### src/core/sysctl_pkg.sv
package sysctl_pkg;

  // register bus
  localparam int          ADDR_W        = 5;
  localparam int          DATA_W        = 32;
  localparam int          REG_W         = 8;
  localparam int          WSTRB_LANE0   = 0;
  localparam logic [1:0]  RESP_OKAY     = 2'h0;
  localparam logic [1:0]  RESP_SLVERR   = 2'h2;

  // register map (byte addresses)
  localparam logic [ADDR_W-1:0] CLOCK_MODE_OFS = 5'h00;
  localparam logic [ADDR_W-1:0] MISC_OFS       = 5'h04;
  localparam logic [ADDR_W-1:0] WDT_CTRL_OFS   = 5'h08;
  localparam logic [ADDR_W-1:0] STATUS_OFS     = 5'h0c;
  localparam logic [ADDR_W-1:0] WDT_COUNT_OFS  = 5'h10;

  // clock_mode_reg fields
  localparam int CM_RST_PIN_BIT = 0;
  localparam int CM_WDT_EN_BIT  = 1;
  localparam int CM_LRC_EN_BIT  = 2;
  localparam int CM_SRC_LRC_BIT = 3;
  localparam int CM_HRC_EN_BIT  = 4;
  localparam int CM_SEL_LSB     = 5;
  localparam int CM_SEL_W       = 3;
  localparam logic [REG_W-1:0] CLOCK_MODE_RST = 8'h0c;

  // misc fields
  localparam int MISC_WDT_LSB   = 0;
  localparam int MISC_WDT_W     = 2;
  localparam int MISC_LV_DIS    = 2;
  localparam logic [REG_W-1:0] MISC_RST = 8'h00;

  // watchdog control and status fields
  localparam int WC_CLEAR_BIT   = 0;
  localparam int ST_LRC_RUN     = 0;
  localparam int ST_HRC_RUN     = 1;
  localparam int ST_CPU_RUN     = 2;
  localparam int ST_WAKE_BUSY   = 3;
  localparam int ST_CAUSE_LSB   = 4;
  localparam int CAUSE_W        = 3;
  localparam int CAUSE_WDT      = 0;
  localparam int CAUSE_PIN      = 1;
  localparam int CAUSE_LV       = 2;

  // dividers
  localparam int DIV_W = 16;
  localparam logic [DIV_W-1:0] DIV_ONE = 16'h0001;
  localparam logic [DIV_W-1:0] HRC_DIV_TAB [8] = '{
    16'h0004, 16'h0002, 16'h0001, 16'h0010,
    16'h0008, 16'h0020, 16'h0040, 16'h0080};
  localparam logic [DIV_W-1:0] LRC_DIV_TAB [8] = '{
    16'h0001, 16'h0010, 16'h0004, 16'h0004,
    16'h0004, 16'h0004, 16'h0004, 16'h0004};

  // watchdog: last count before expiry, in slow periods
  localparam int WDT_W = 18;
  localparam logic [WDT_W-1:0] WDT_LIMIT_TAB [4] = '{
    18'h01fff, 18'h03fff, 18'h0ffff, 18'h3ffff};

  // timing
  localparam int WAKE_W          = 12;
  localparam logic [WAKE_W-1:0] FAST_WAKE_TICKS = 12'h02d;
  localparam int CLK_PERIOD_NS   = 10;
  localparam int RESET_HOLD_NS   = 100;
  localparam int RESET_HOLD_CYC  =
    (RESET_HOLD_NS + CLK_PERIOD_NS - 1) / CLK_PERIOD_NS;
  localparam int HOLD_W          = 8;

  typedef enum logic [2:0] {
    ST_RESET = 3'b001,
    ST_WAKE  = 3'b010,
    ST_RUN   = 3'b100
  } rst_state_t;

endpackage

### src/core/system_clock_watchdog_reset_ctrl.sv
// The AXI4-Lite slave port and the register offsets were left to the implementer.
module system_clock_watchdog_reset_ctrl
  import sysctl_pkg::*;
#(
  parameter logic [DIV_W-1:0]  LRC_DIV         = 16'h0708,
  parameter logic [WAKE_W-1:0] SLOW_WAKE_TICKS = 12'h400
) (
  // clock and reset
  input  wire logic              aclk,
  input  wire logic              aresetn,
  // axi4-lite write address
  input  wire logic [ADDR_W-1:0] awaddr,
  input  wire logic [2:0]        awprot,
  input  wire logic              awvalid,
  output logic                   awready,
  // axi4-lite write data
  input  wire logic [DATA_W-1:0] wdata,
  input  wire logic [3:0]        wstrb,
  input  wire logic              wvalid,
  output logic                   wready,
  // axi4-lite write response
  output logic [1:0]             bresp,
  output logic                   bvalid,
  input  wire logic              bready,
  // axi4-lite read address
  input  wire logic [ADDR_W-1:0] araddr,
  input  wire logic [2:0]        arprot,
  input  wire logic              arvalid,
  output logic                   arready,
  // axi4-lite read data
  output logic [DATA_W-1:0]      rdata,
  output logic [1:0]             rresp,
  output logic                   rvalid,
  input  wire logic              rready,
  // pins and analog
  input  wire logic              shared_reset_pin,
  input  wire logic              lv_detect,
  input  wire logic              fast_boot_sel,
  // cpu side
  input  wire logic              wdt_clear_req,
  input  wire logic              wake_req,
  output logic                   cpu_run,
  output logic                   sys_reset_n,
  // clocking and watchdog
  output logic                   system_clock_en,
  output logic                   low_speed_rc_osc_tick,
  output logic                   low_speed_rc_osc_en,
  output logic                   high_speed_rc_osc_en,
  output logic                   wdt_timeout
);

  // pin synchronisers
  logic [1:0] pin_sync_ff;
  logic [1:0] nxt_pin_sync;
  logic [1:0] lv_sync_ff;
  logic [1:0] nxt_lv_sync;

  always_comb begin
    nxt_pin_sync = {pin_sync_ff[0], shared_reset_pin};
    nxt_lv_sync  = {lv_sync_ff[0], lv_detect};
  end

  // pin idles high so reset does not fire on release
  always_ff @(posedge aclk) begin
    if (!aresetn) begin
      pin_sync_ff <= 2'h3;
      lv_sync_ff  <= 2'h0;
    end else begin
      pin_sync_ff <= nxt_pin_sync;
      lv_sync_ff  <= nxt_lv_sync;
    end
  end

  // axi write channel
  logic              aw_hold_ff;
  logic              nxt_aw_hold;
  logic [ADDR_W-1:0] aw_addr_ff;
  logic [ADDR_W-1:0] nxt_aw_addr;
  logic              w_hold_ff;
  logic              nxt_w_hold;
  logic [DATA_W-1:0] w_data_ff;
  logic [DATA_W-1:0] nxt_w_data;
  logic [3:0]        w_strb_ff;
  logic [3:0]        nxt_w_strb;
  logic              bvalid_ff;
  logic              nxt_bvalid;
  logic [1:0]        bresp_ff;
  logic [1:0]        nxt_bresp;
  logic              aw_take;
  logic              w_take;
  logic              wr_fire;
  logic [ADDR_W-1:0] wr_addr;
  logic [DATA_W-1:0] wr_data;
  logic              wr_lane0;
  logic              wr_mapped;

  assign awready = !aw_hold_ff && !bvalid_ff;
  assign wready  = !w_hold_ff && !bvalid_ff;

  always_comb begin
    aw_take   = awvalid && awready;
    w_take    = wvalid && wready;
    wr_addr   = aw_hold_ff ? aw_addr_ff : awaddr;
    wr_data   = w_hold_ff ? w_data_ff : wdata;
    wr_lane0  = w_hold_ff ? w_strb_ff[WSTRB_LANE0] : wstrb[WSTRB_LANE0];
    wr_fire   = (aw_hold_ff || aw_take) && (w_hold_ff || w_take)
                && !bvalid_ff;
    wr_mapped = (wr_addr == CLOCK_MODE_OFS) || (wr_addr == MISC_OFS) ||
                (wr_addr == WDT_CTRL_OFS) || (wr_addr == STATUS_OFS) ||
                (wr_addr == WDT_COUNT_OFS);
    nxt_aw_hold = wr_fire ? 1'b0 : (aw_hold_ff || aw_take);
    nxt_w_hold  = wr_fire ? 1'b0 : (w_hold_ff || w_take);
    nxt_aw_addr = aw_take ? awaddr : aw_addr_ff;
    nxt_w_data  = w_take ? wdata : w_data_ff;
    nxt_w_strb  = w_take ? wstrb : w_strb_ff;
    nxt_bvalid  = bvalid_ff;
    nxt_bresp   = bresp_ff;
    if (wr_fire) begin
      nxt_bvalid = 1'b1;
      nxt_bresp  = wr_mapped ? RESP_OKAY : RESP_SLVERR;
    end else if (bready) begin
      nxt_bvalid = 1'b0;
    end
  end

  always_ff @(posedge aclk) begin
    if (!aresetn) begin
      aw_hold_ff <= 1'b0;
      aw_addr_ff <= '0;
      w_hold_ff  <= 1'b0;
      w_data_ff  <= '0;
      w_strb_ff  <= '0;
      bvalid_ff  <= 1'b0;
      bresp_ff   <= RESP_OKAY;
    end else begin
      aw_hold_ff <= nxt_aw_hold;
      aw_addr_ff <= nxt_aw_addr;
      w_hold_ff  <= nxt_w_hold;
      w_data_ff  <= nxt_w_data;
      w_strb_ff  <= nxt_w_strb;
      bvalid_ff  <= nxt_bvalid;
      bresp_ff   <= nxt_bresp;
    end
  end

  assign bvalid = bvalid_ff;
  assign bresp  = bresp_ff;

  // write strobes into the control registers
  logic wr_cm;
  logic wr_misc;
  logic wr_wdt_clear;
  logic wr_status;

  always_comb begin
    wr_cm        = wr_fire && wr_lane0 && (wr_addr == CLOCK_MODE_OFS);
    wr_misc      = wr_fire && wr_lane0 && (wr_addr == MISC_OFS);
    wr_wdt_clear = wr_fire && wr_lane0 && (wr_addr == WDT_CTRL_OFS) &&
                   wr_data[WC_CLEAR_BIT];
    wr_status    = wr_fire && wr_lane0 && (wr_addr == STATUS_OFS);
  end

  // control registers and reset cause
  rst_state_t         state_ff;
  rst_state_t         nxt_state;
  logic [REG_W-1:0]   cmode_ff;
  logic [REG_W-1:0]   nxt_cmode;
  logic [REG_W-1:0]   misc_ff;
  logic [REG_W-1:0]   nxt_misc;
  logic [CAUSE_W-1:0] cause_ff;
  logic [CAUSE_W-1:0] nxt_cause;
  logic [CAUSE_W-1:0] cause_set;
  logic               in_reset;
  logic               pin_rst;
  logic               lv_rst;
  logic               rst_req;

  always_comb begin
    in_reset = (state_ff == ST_RESET);
    pin_rst  = cmode_ff[CM_RST_PIN_BIT] && !pin_sync_ff[1];
    lv_rst   = !misc_ff[MISC_LV_DIS] && lv_sync_ff[1];
    rst_req  = wdt_timeout || pin_rst || lv_rst;
    cause_set = '0;
    cause_set[CAUSE_WDT] = wdt_timeout;
    cause_set[CAUSE_PIN] = pin_rst;
    cause_set[CAUSE_LV]  = lv_rst;
    // a full system reset restores the control registers
    if (in_reset) begin
      nxt_cmode = CLOCK_MODE_RST;
      nxt_misc  = MISC_RST;
    end else begin
      nxt_cmode = wr_cm ? wr_data[REG_W-1:0] : cmode_ff;
      nxt_misc  = wr_misc ? wr_data[REG_W-1:0] : misc_ff;
    end
    // cause survives the soft reset; a new event beats a w1c
    nxt_cause = cause_ff;
    if (wr_status) begin
      nxt_cause = cause_ff & ~wr_data[ST_CAUSE_LSB +: CAUSE_W];
    end
    nxt_cause = nxt_cause | cause_set;
  end

  always_ff @(posedge aclk) begin
    if (!aresetn) begin
      cmode_ff <= CLOCK_MODE_RST;
      misc_ff  <= MISC_RST;
      cause_ff <= '0;
    end else begin
      cmode_ff <= nxt_cmode;
      misc_ff  <= nxt_misc;
      cause_ff <= nxt_cause;
    end
  end

  // clock source selection
  logic                src_lrc;
  logic [CM_SEL_W-1:0] clk_sel;
  logic [DIV_W-1:0]    sys_div;
  logic                lrc_run;
  logic                hrc_run;
  logic                sys_src_tick;

  // an oscillator feeding the system clock cannot be stopped;
  // firmware can switch source and stop the old oscillator in one write
  always_comb begin
    src_lrc = cmode_ff[CM_SRC_LRC_BIT];
    clk_sel = cmode_ff[CM_SEL_LSB +: CM_SEL_W];
    sys_div = src_lrc ? LRC_DIV_TAB[clk_sel] : HRC_DIV_TAB[clk_sel];
    lrc_run = cmode_ff[CM_LRC_EN_BIT] || src_lrc ||
              (state_ff == ST_WAKE);
    hrc_run = cmode_ff[CM_HRC_EN_BIT] || !src_lrc;
    sys_src_tick = src_lrc ? low_speed_rc_osc_tick : hrc_run;
  end

  clk_en_div u_lrc_div (
    .aclk     (aclk),
    .aresetn  (aresetn),
    .restart  (!lrc_run),
    .src_tick (lrc_run),
    .div      (LRC_DIV),
    .tick     (low_speed_rc_osc_tick)
  );

  // restart on every mode write so the new rate starts cleanly
  clk_en_div u_sys_div (
    .aclk     (aclk),
    .aresetn  (aresetn),
    .restart  (wr_cm),
    .src_tick (sys_src_tick),
    .div      (sys_div),
    .tick     (system_clock_en)
  );

  assign low_speed_rc_osc_en  = lrc_run;
  assign high_speed_rc_osc_en = hrc_run;

  // watchdog
  logic [WDT_W-1:0] wdt_count;

  wdt_counter u_wdt (
    .aclk       (aclk),
    .aresetn    (aresetn),
    .enable     (cmode_ff[CM_WDT_EN_BIT] && (state_ff == ST_RUN)),
    .tick       (low_speed_rc_osc_tick),
    .clear      (wdt_clear_req || wr_wdt_clear),
    .period_sel (misc_ff[MISC_WDT_LSB +: MISC_WDT_W]),
    .timeout    (wdt_timeout),
    .count      (wdt_count)
  );

  // reset and wake-up sequencer
  logic [HOLD_W-1:0] hold_cnt_ff;
  logic [HOLD_W-1:0] nxt_hold_cnt;
  logic [WAKE_W-1:0] wake_cnt_ff;
  logic [WAKE_W-1:0] nxt_wake_cnt;
  logic [WAKE_W-1:0] wake_last;

  always_comb begin
    wake_last = (fast_boot_sel ? FAST_WAKE_TICKS : SLOW_WAKE_TICKS)
                - WAKE_W'(1);
    nxt_state    = state_ff;
    nxt_hold_cnt = hold_cnt_ff;
    nxt_wake_cnt = wake_cnt_ff;
    case (state_ff)
      ST_RESET: begin
        if (hold_cnt_ff == HOLD_W'(RESET_HOLD_CYC - 1)) begin
          nxt_state    = ST_WAKE;
          nxt_wake_cnt = '0;
        end else begin
          nxt_hold_cnt = hold_cnt_ff + HOLD_W'(1);
        end
      end
      ST_WAKE: begin
        if (low_speed_rc_osc_tick) begin
          if (wake_cnt_ff >= wake_last) begin
            nxt_state = ST_RUN;
          end else begin
            nxt_wake_cnt = wake_cnt_ff + WAKE_W'(1);
          end
        end
      end
      ST_RUN: begin
        if (wake_req) begin
          nxt_state    = ST_WAKE;
          nxt_wake_cnt = '0;
        end
      end
      default: begin
        nxt_state = ST_RESET;
      end
    endcase
    // any reset source restarts the hold from the top
    if (rst_req) begin
      nxt_state    = ST_RESET;
      nxt_hold_cnt = '0;
    end
  end

  always_ff @(posedge aclk) begin
    if (!aresetn) begin
      state_ff    <= ST_RESET;
      hold_cnt_ff <= '0;
      wake_cnt_ff <= '0;
    end else begin
      state_ff    <= nxt_state;
      hold_cnt_ff <= nxt_hold_cnt;
      wake_cnt_ff <= nxt_wake_cnt;
    end
  end

  assign sys_reset_n = !in_reset;
  assign cpu_run     = (state_ff == ST_RUN);

  // axi read channel
  logic              rvalid_ff;
  logic              nxt_rvalid;
  logic [DATA_W-1:0] rdata_ff;
  logic [DATA_W-1:0] nxt_rdata;
  logic [1:0]        rresp_ff;
  logic [1:0]        nxt_rresp;
  logic [REG_W-1:0]  status;

  assign arready = !rvalid_ff;

  always_comb begin
    status = '0;
    status[ST_LRC_RUN]   = lrc_run;
    status[ST_HRC_RUN]   = hrc_run;
    status[ST_CPU_RUN]   = cpu_run;
    status[ST_WAKE_BUSY] = (state_ff == ST_WAKE);
    status[ST_CAUSE_LSB +: CAUSE_W] = cause_ff;
    nxt_rvalid = rvalid_ff;
    nxt_rdata  = rdata_ff;
    nxt_rresp  = rresp_ff;
    if (arvalid && arready) begin
      nxt_rvalid = 1'b1;
      nxt_rresp  = RESP_OKAY;
      case (araddr)
        CLOCK_MODE_OFS: nxt_rdata = DATA_W'(cmode_ff);
        MISC_OFS:       nxt_rdata = DATA_W'(misc_ff);
        WDT_CTRL_OFS:   nxt_rdata = '0;
        STATUS_OFS:     nxt_rdata = DATA_W'(status);
        WDT_COUNT_OFS:  nxt_rdata = DATA_W'(wdt_count);
        default: begin
          nxt_rdata = '0;
          nxt_rresp = RESP_SLVERR;
        end
      endcase
    end else if (rready) begin
      nxt_rvalid = 1'b0;
    end
  end

  always_ff @(posedge aclk) begin
    if (!aresetn) begin
      rvalid_ff <= 1'b0;
      rdata_ff  <= '0;
      rresp_ff  <= RESP_OKAY;
    end else begin
      rvalid_ff <= nxt_rvalid;
      rdata_ff  <= nxt_rdata;
      rresp_ff  <= nxt_rresp;
    end
  end

  assign rvalid = rvalid_ff;
  assign rdata  = rdata_ff;
  assign rresp  = rresp_ff;

endmodule

### src/core/clk_en_div.sv
module clk_en_div
  import sysctl_pkg::*;
(
  // clock and reset
  input  wire logic             aclk,
  input  wire logic             aresetn,
  // control
  input  wire logic             restart,
  input  wire logic             src_tick,
  input  wire logic [DIV_W-1:0] div,
  // output enable pulse
  output logic                  tick
);

  logic [DIV_W-1:0] cnt_ff;
  logic [DIV_W-1:0] nxt_cnt;
  logic             tick_ff;
  logic             nxt_tick;
  logic [DIV_W-1:0] last;

  // a zero divisor behaves as divide by one
  always_comb begin
    last     = (div == '0) ? '0 : div - DIV_ONE;
    nxt_cnt  = cnt_ff;
    nxt_tick = 1'b0;
    if (restart) begin
      nxt_cnt = '0;
    end else if (src_tick) begin
      if (cnt_ff >= last) begin
        nxt_cnt  = '0;
        nxt_tick = 1'b1;
      end else begin
        nxt_cnt = cnt_ff + DIV_ONE;
      end
    end
  end

  always_ff @(posedge aclk) begin
    if (!aresetn) begin
      cnt_ff  <= '0;
      tick_ff <= 1'b0;
    end else begin
      cnt_ff  <= nxt_cnt;
      tick_ff <= nxt_tick;
    end
  end

  assign tick = tick_ff;

endmodule

### src/core/wdt_counter.sv
module wdt_counter
  import sysctl_pkg::*;
(
  // clock and reset
  input  wire logic                  aclk,
  input  wire logic                  aresetn,
  // control
  input  wire logic                  enable,
  input  wire logic                  tick,
  input  wire logic                  clear,
  input  wire logic [MISC_WDT_W-1:0] period_sel,
  // status
  output logic                       timeout,
  output logic [WDT_W-1:0]           count
);

  logic [WDT_W-1:0] cnt_ff;
  logic [WDT_W-1:0] nxt_cnt;
  logic             to_ff;
  logic             nxt_to;

  always_comb begin
    nxt_cnt = cnt_ff;
    nxt_to  = 1'b0;
    if (clear || !enable) begin
      nxt_cnt = '0;
    end else if (tick) begin
      if (cnt_ff >= WDT_LIMIT_TAB[period_sel]) begin
        nxt_cnt = '0;
        nxt_to  = 1'b1;
      end else begin
        nxt_cnt = cnt_ff + WDT_W'(1);
      end
    end
  end

  always_ff @(posedge aclk) begin
    if (!aresetn) begin
      cnt_ff <= '0;
      to_ff  <= 1'b0;
    end else begin
      cnt_ff <= nxt_cnt;
      to_ff  <= nxt_to;
    end
  end

  assign timeout = to_ff;
  assign count   = cnt_ff;

endmodule

### config.mk
export PLATFORM = sky130hd
export DESIGN_NAME = system_clock_watchdog_reset_ctrl
export DESIGN_NICKNAME = d
export VERILOG_FILES = /design/src/core/sysctl_pkg.sv /design/src/core/system_clock_watchdog_reset_ctrl.sv /design/src/core/clk_en_div.sv /design/src/core/wdt_counter.sv
export SDC_FILE = /design/constraint.sdc
export NUM_CORES = 1
export LEC_CHECK = 0
export BUFFER_PORTS_ARGS = -buffer_cell sky130_fd_sc_hd__buf_2
export CORE_UTILIZATION = 40
export DETAILED_ROUTE_END_ITERATION = 12
export GPL_TIMING_DRIVEN = 0
export PLACE_DENSITY = 0.61
export SLEW_MARGIN = 40
export SYNTH_ARGS = -nofsm -noshare
export SYNTH_HDL_FRONTEND = slang
export SYNTH_SLANG_ARGS = --single-unit
### constraint.sdc
create_clock -name aclk -period 5 [get_ports aclk]
set_input_delay 0.25 -clock aclk [delete_from_list [all_inputs] [get_ports aclk]]
set_output_delay 0.25 -clock aclk [all_outputs]
set_load 0.01 [all_outputs]
==> results by group <==
Global route
  – Initial antenna violation count: 0
  – Global route total overflow: 0
  – GRT Util Overall: a little under a fifth
  – First-pass GRT wire length: roughly 26000 um
  – Largest net degree at the start of global routing: 17
  – Vias in the first global route: 5168

Yosys
  – Mapped Area: roughly 6900 sq um
  – Commonest cells post-synth: dfxtp_1, nor2_1, nand2_1
  – Post-Synth Simple-Gate Area: between 20% and 30%
  – Synth cell types: 67
  – Post-synthesis sequential element count: between 100 and 150
  – Mux cell area share after synthesis: 4.330%
  – Synth Area in Compound Gates: a little over an eighth
  – Sequential area share after synthesis: 39.72%
  – Synth Flop Type: dfxtp_1
  – Xor/xnor cell area share of the yosys netlist: 6.595%
  – Synth top area cells: dfxtp_1, ha_1, nor2_1, nand2_1, xor2_1
  – Post-synth EDFFs: 0
  – Share of the synthesized area in the top cell type: between 30% and 40%
  – Synthesis Warnings: 0
  – Ys async rst share: 0%
  – Gate Count Post-Synth: approximately 800
  – Adder-cell share of the synthesized area: 6.523%
  – Syn avg cell area: a little under 9 sq um
  – Largest family of logic cells by synthesized area: simple AND/OR/NAND/NOR gates
  – Top-count cell post-synth: dfxtp_1
  – Area leader, netlist: dfxtp_1

Power
  – Total Power: approximately 0.0025 W
  – Sw Ratio: a little over a quarter
  – Comb power frac: 6.8%
  – Maximum VDD drop: around 0.32 mV
  – P_sw: between 0.0006 and 0.0007 W
  – P_int: 0.001867 W
  – Sequential power share: between 40% and 50%
  – Leak pwr: 3.223 nW
  – Clock network power share: about half
  – PwrDens: between 300 and 400 nW/um^2

Setup path
  – Kind of critical path: reg2reg
  – Worst EP required: 5.36 ns
  – Reg2reg start: cmode_ff[3]$_SDFFE_PP1P_
  – R2R Path End: u_sys_div.cnt_ff[8]$_SDFFE_PP0P_
  – Critical path data arrival time: around 4.5 ns
  – Worst Path Max Fanout: 10
  – Setup crit start kind: flop
  – Reg2reg path depth: 15
  – CP endpoint kind: flop
  – Reg2reg setup slack: approximately 0.88 ns

Drt
  – Initial DRC count: ~320
  – First-pass DRT Iterations: 8
  – Via density: about 5.0
  – Antenna-violating nets left: 0
  – Via count: ~5700
  – DRT Wirelength: around 15000 um
  – Remaining DRCs: 0
  – Wire per inst: approximately 13 um

Final layout
  – Layout cell share with drive strength beyond 1: approximately 16%
  – Layout Nets: roughly 1000
  – ANT cells: 0
  – Design Area, Final: roughly 8000 sq um
  – Layout overhead on the synthesized area: 18.46%
  – Post-layout util: approximately half

STA
  – Final hold violations: 0
  – Worst Skew: around 0.014 ns
  – Actual slew at the worst max-slew pin: between 0.8 and 0.9 ns
  – Peak Freq: approximately 240 MHz
  – Period minus WS final: 4.123 ns
  – Slew HR: about 45%
  – Final Max Slew Viols: 0
  – Fin crit share: around 82%
  – Unrepaired setup endpoints after global routing: no
  – Setup TNS: 0 ns
  – Endpoints failing setup: 0

Die
  – # IOs: around 110
  – Die Y: approximately 130 um
  – Starting Density: 41.35%
  – DIE AREA: ~18000 sq um
  – # rows: 47
  – CORE AREA: between 15000 and 20000 sq um
  – Chip width: 133.4 um

Min path
  – Hold Crit Depth: 2
  – Worst hold start: lv_detect
  – Hold endpoint: lv_sync_ff[0]$_SDFF_PN0_
  – Hold/Removal Path Class: in2reg

Clock tree
  – Root Buffer: clkbuf_16
  – Skew-Pair Late Insertion Delay: between 0.4 and 0.5 ns
  – CTS tree: yes
  – CTS sink cnt: approximately 140
  – Clk buf depth: 2
  – CTS Buf Count: 17
  – H-Tree Depth: 4
  – Worst-path clk slew: ~0.070 ns

Job
  – Max_cap viols: 0

Status
  – Status: completed

Place
  – Placed instance area: roughly 7600 sq um
  – Post-DP HPWL: 11310 um
  – IO buf count: between 60 and 70
  – GP Congestion: approximately 0.81
==> logic make-up after synthesis <==
| logic type | count (synthesis) |
|---|---|
| fa+ha+maj | 36 |
| compound gates | 130 |
| xor+xnor | 52 |
| flops | 137 |
| buf+inv | 64 |
| mux | 29 |
| other cells | 2 |
| simple gates | 348 |
==> registers in the layout, indices dropped and copies added, names as in the netlist, 2 cells and up <==
register / cells
hold_cnt_ff: 8
u_wdt.count: 18
misc_ff: 8
cmode_ff: 8
rdata: 18
wake_cnt_ff: 12
u_lrc_div.cnt_ff: 16
cause_ff: 3
aw_addr_ff: 5
u_sys_div.cnt_ff: 16
w_data_ff: 8
state_ff: 3
lv_sync_ff: 2
pin_sync_ff: 2
==> metrics by stage <==
stage	worst slack [ns]	hold WS [ns]	std cells
2_1_floorplan	1.656	0.3515	824
3_3_place_gp	0.8753	0.3890	1105
3_5_place_dp	0.9181	0.3917	1105
4_1_cts	0.8644	0.04149	1138
5_1_grt	0.4763	0.04378	1138
6_report	0.8766	0.05511	1138
==> cell type report <==
cell class                      count  area, sq um
Tap cell                          220        275.3
Clock buffer                       18        439.2
Clock inverter                     14        147.6
Multi-Input combinational cell    623         3935
Timing Repair Buffer               62        315.3
Inverter                           16        60.06
Sequential cell                   137         2743
Buffer                             48        265.3
Fill cell                        1666         8521
==> worst max-delay path, cell delays in order (launching register included) <==
cell,delay [ns]
dfxtp_1,0.31
clkbuf_1,0.32
clkbuf_1,0.36
nand3b_1,0.16
ha_1,0.14
clkbuf_1,0.29
o2111ai_1,0.29
and2_1,0.22
ha_1,0.27
nand2b_1,0.14
a2111oi_0,0.43
o41ai_1,0.13
o211ai_1,0.28
nand3_1,0.31
buf_2,0.29
nor2_1,0.11
==> worst max path at each step <==
| stage | from | to | slack [ns] | cells past startpoint |
|---|---|---|---|---|
| finish | cmode_ff[3]$_SDFFE_PP1P_ | u_sys_div.cnt_ff[8]$_SDFFE_PP0P_ | 0.88 | 15 |
| global route | cmode_ff[3]$_SDFFE_PP1P_ | u_sys_div.cnt_ff[0]$_SDFFE_PP0P_ | 0.48 | 15 |
| CTS | cmode_ff[3]$_SDFFE_PP1P_ | u_sys_div.cnt_ff[15]$_SDFFE_PP0P_ | 0.86 | 15 |
| detailed placement | cmode_ff[3]$_SDFFE_PP1P_ | u_sys_div.cnt_ff[0]$_SDFFE_PP0P_ | 0.92 | 15 |
| global placement | cmode_ff[3]$_SDFFE_PP1P_ | u_sys_div.cnt_ff[0]$_SDFFE_PP0P_ | 0.88 | 15 |
| floorplan | cmode_ff[6]$_SDFFE_PP0P_ | u_sys_div.cnt_ff[0]$_SDFFE_PP0P_ | 1.66 | 19 |
==> routing by layer <==
layer / vias to the layer above / share of wire [%] / wire [um] / global-route usage (%)
met5: - / 0 / 0 / 0
met3: 11 / 5.4 / 827 / 5.175
met2: 128 / 43 / 6565 / 27.63
li1: 2960 / - / - / -
met1: 2557 / 51 / 7738 / 25.45
met4: 0 / 0.92 / 140 / 4.545
==> cells in the final DEF, fill, tap and decap left out, drive strengths merged, types with 3 or more instances in the layout <==
cell,count
or2,3
nor2,110
mux2i,22
nor3b,3
a211oi,6
xor2,29
conb,28
ha,36
a21oi,34
nor3,8
and4,3
a222oi,7
xnor2,23
or4,4
a21o,3
nand2b,14
inv,27
nand4,19
a21boi,23
and3,14
or3,6
o21ai,23
and2,9
nand2,92
mux2,7
nand3,35
o211ai,9
dfxtp,137
nor2b,15
a31oi,6
clkbuf,41
clkinv,3
buf,86
==> power by group through the flow <==
stage | Sequential [W] | Clock [W] | Combinational [W]
2_1_floorplan | 0.00115 | 0 | 0.000117
3_3_place_gp | 0.00115 | 0 | 0.000172
3_5_place_dp | 0.00115 | 0 | 0.000172
4_1_cts | 0.00113 | 0.00127 | 0.000174
5_1_grt | 0.00113 | 0.00132 | 0.000194
6_report | 0.00113 | 0.00124 | 0.000173
==> repair_timing <==
action	in CTS	in global routing
resized for setup	0	0
hold endpoints to repair	1	0
buffers inserted	0	0
hold buffers	1	0
Power figures use the tool's default switching activity.
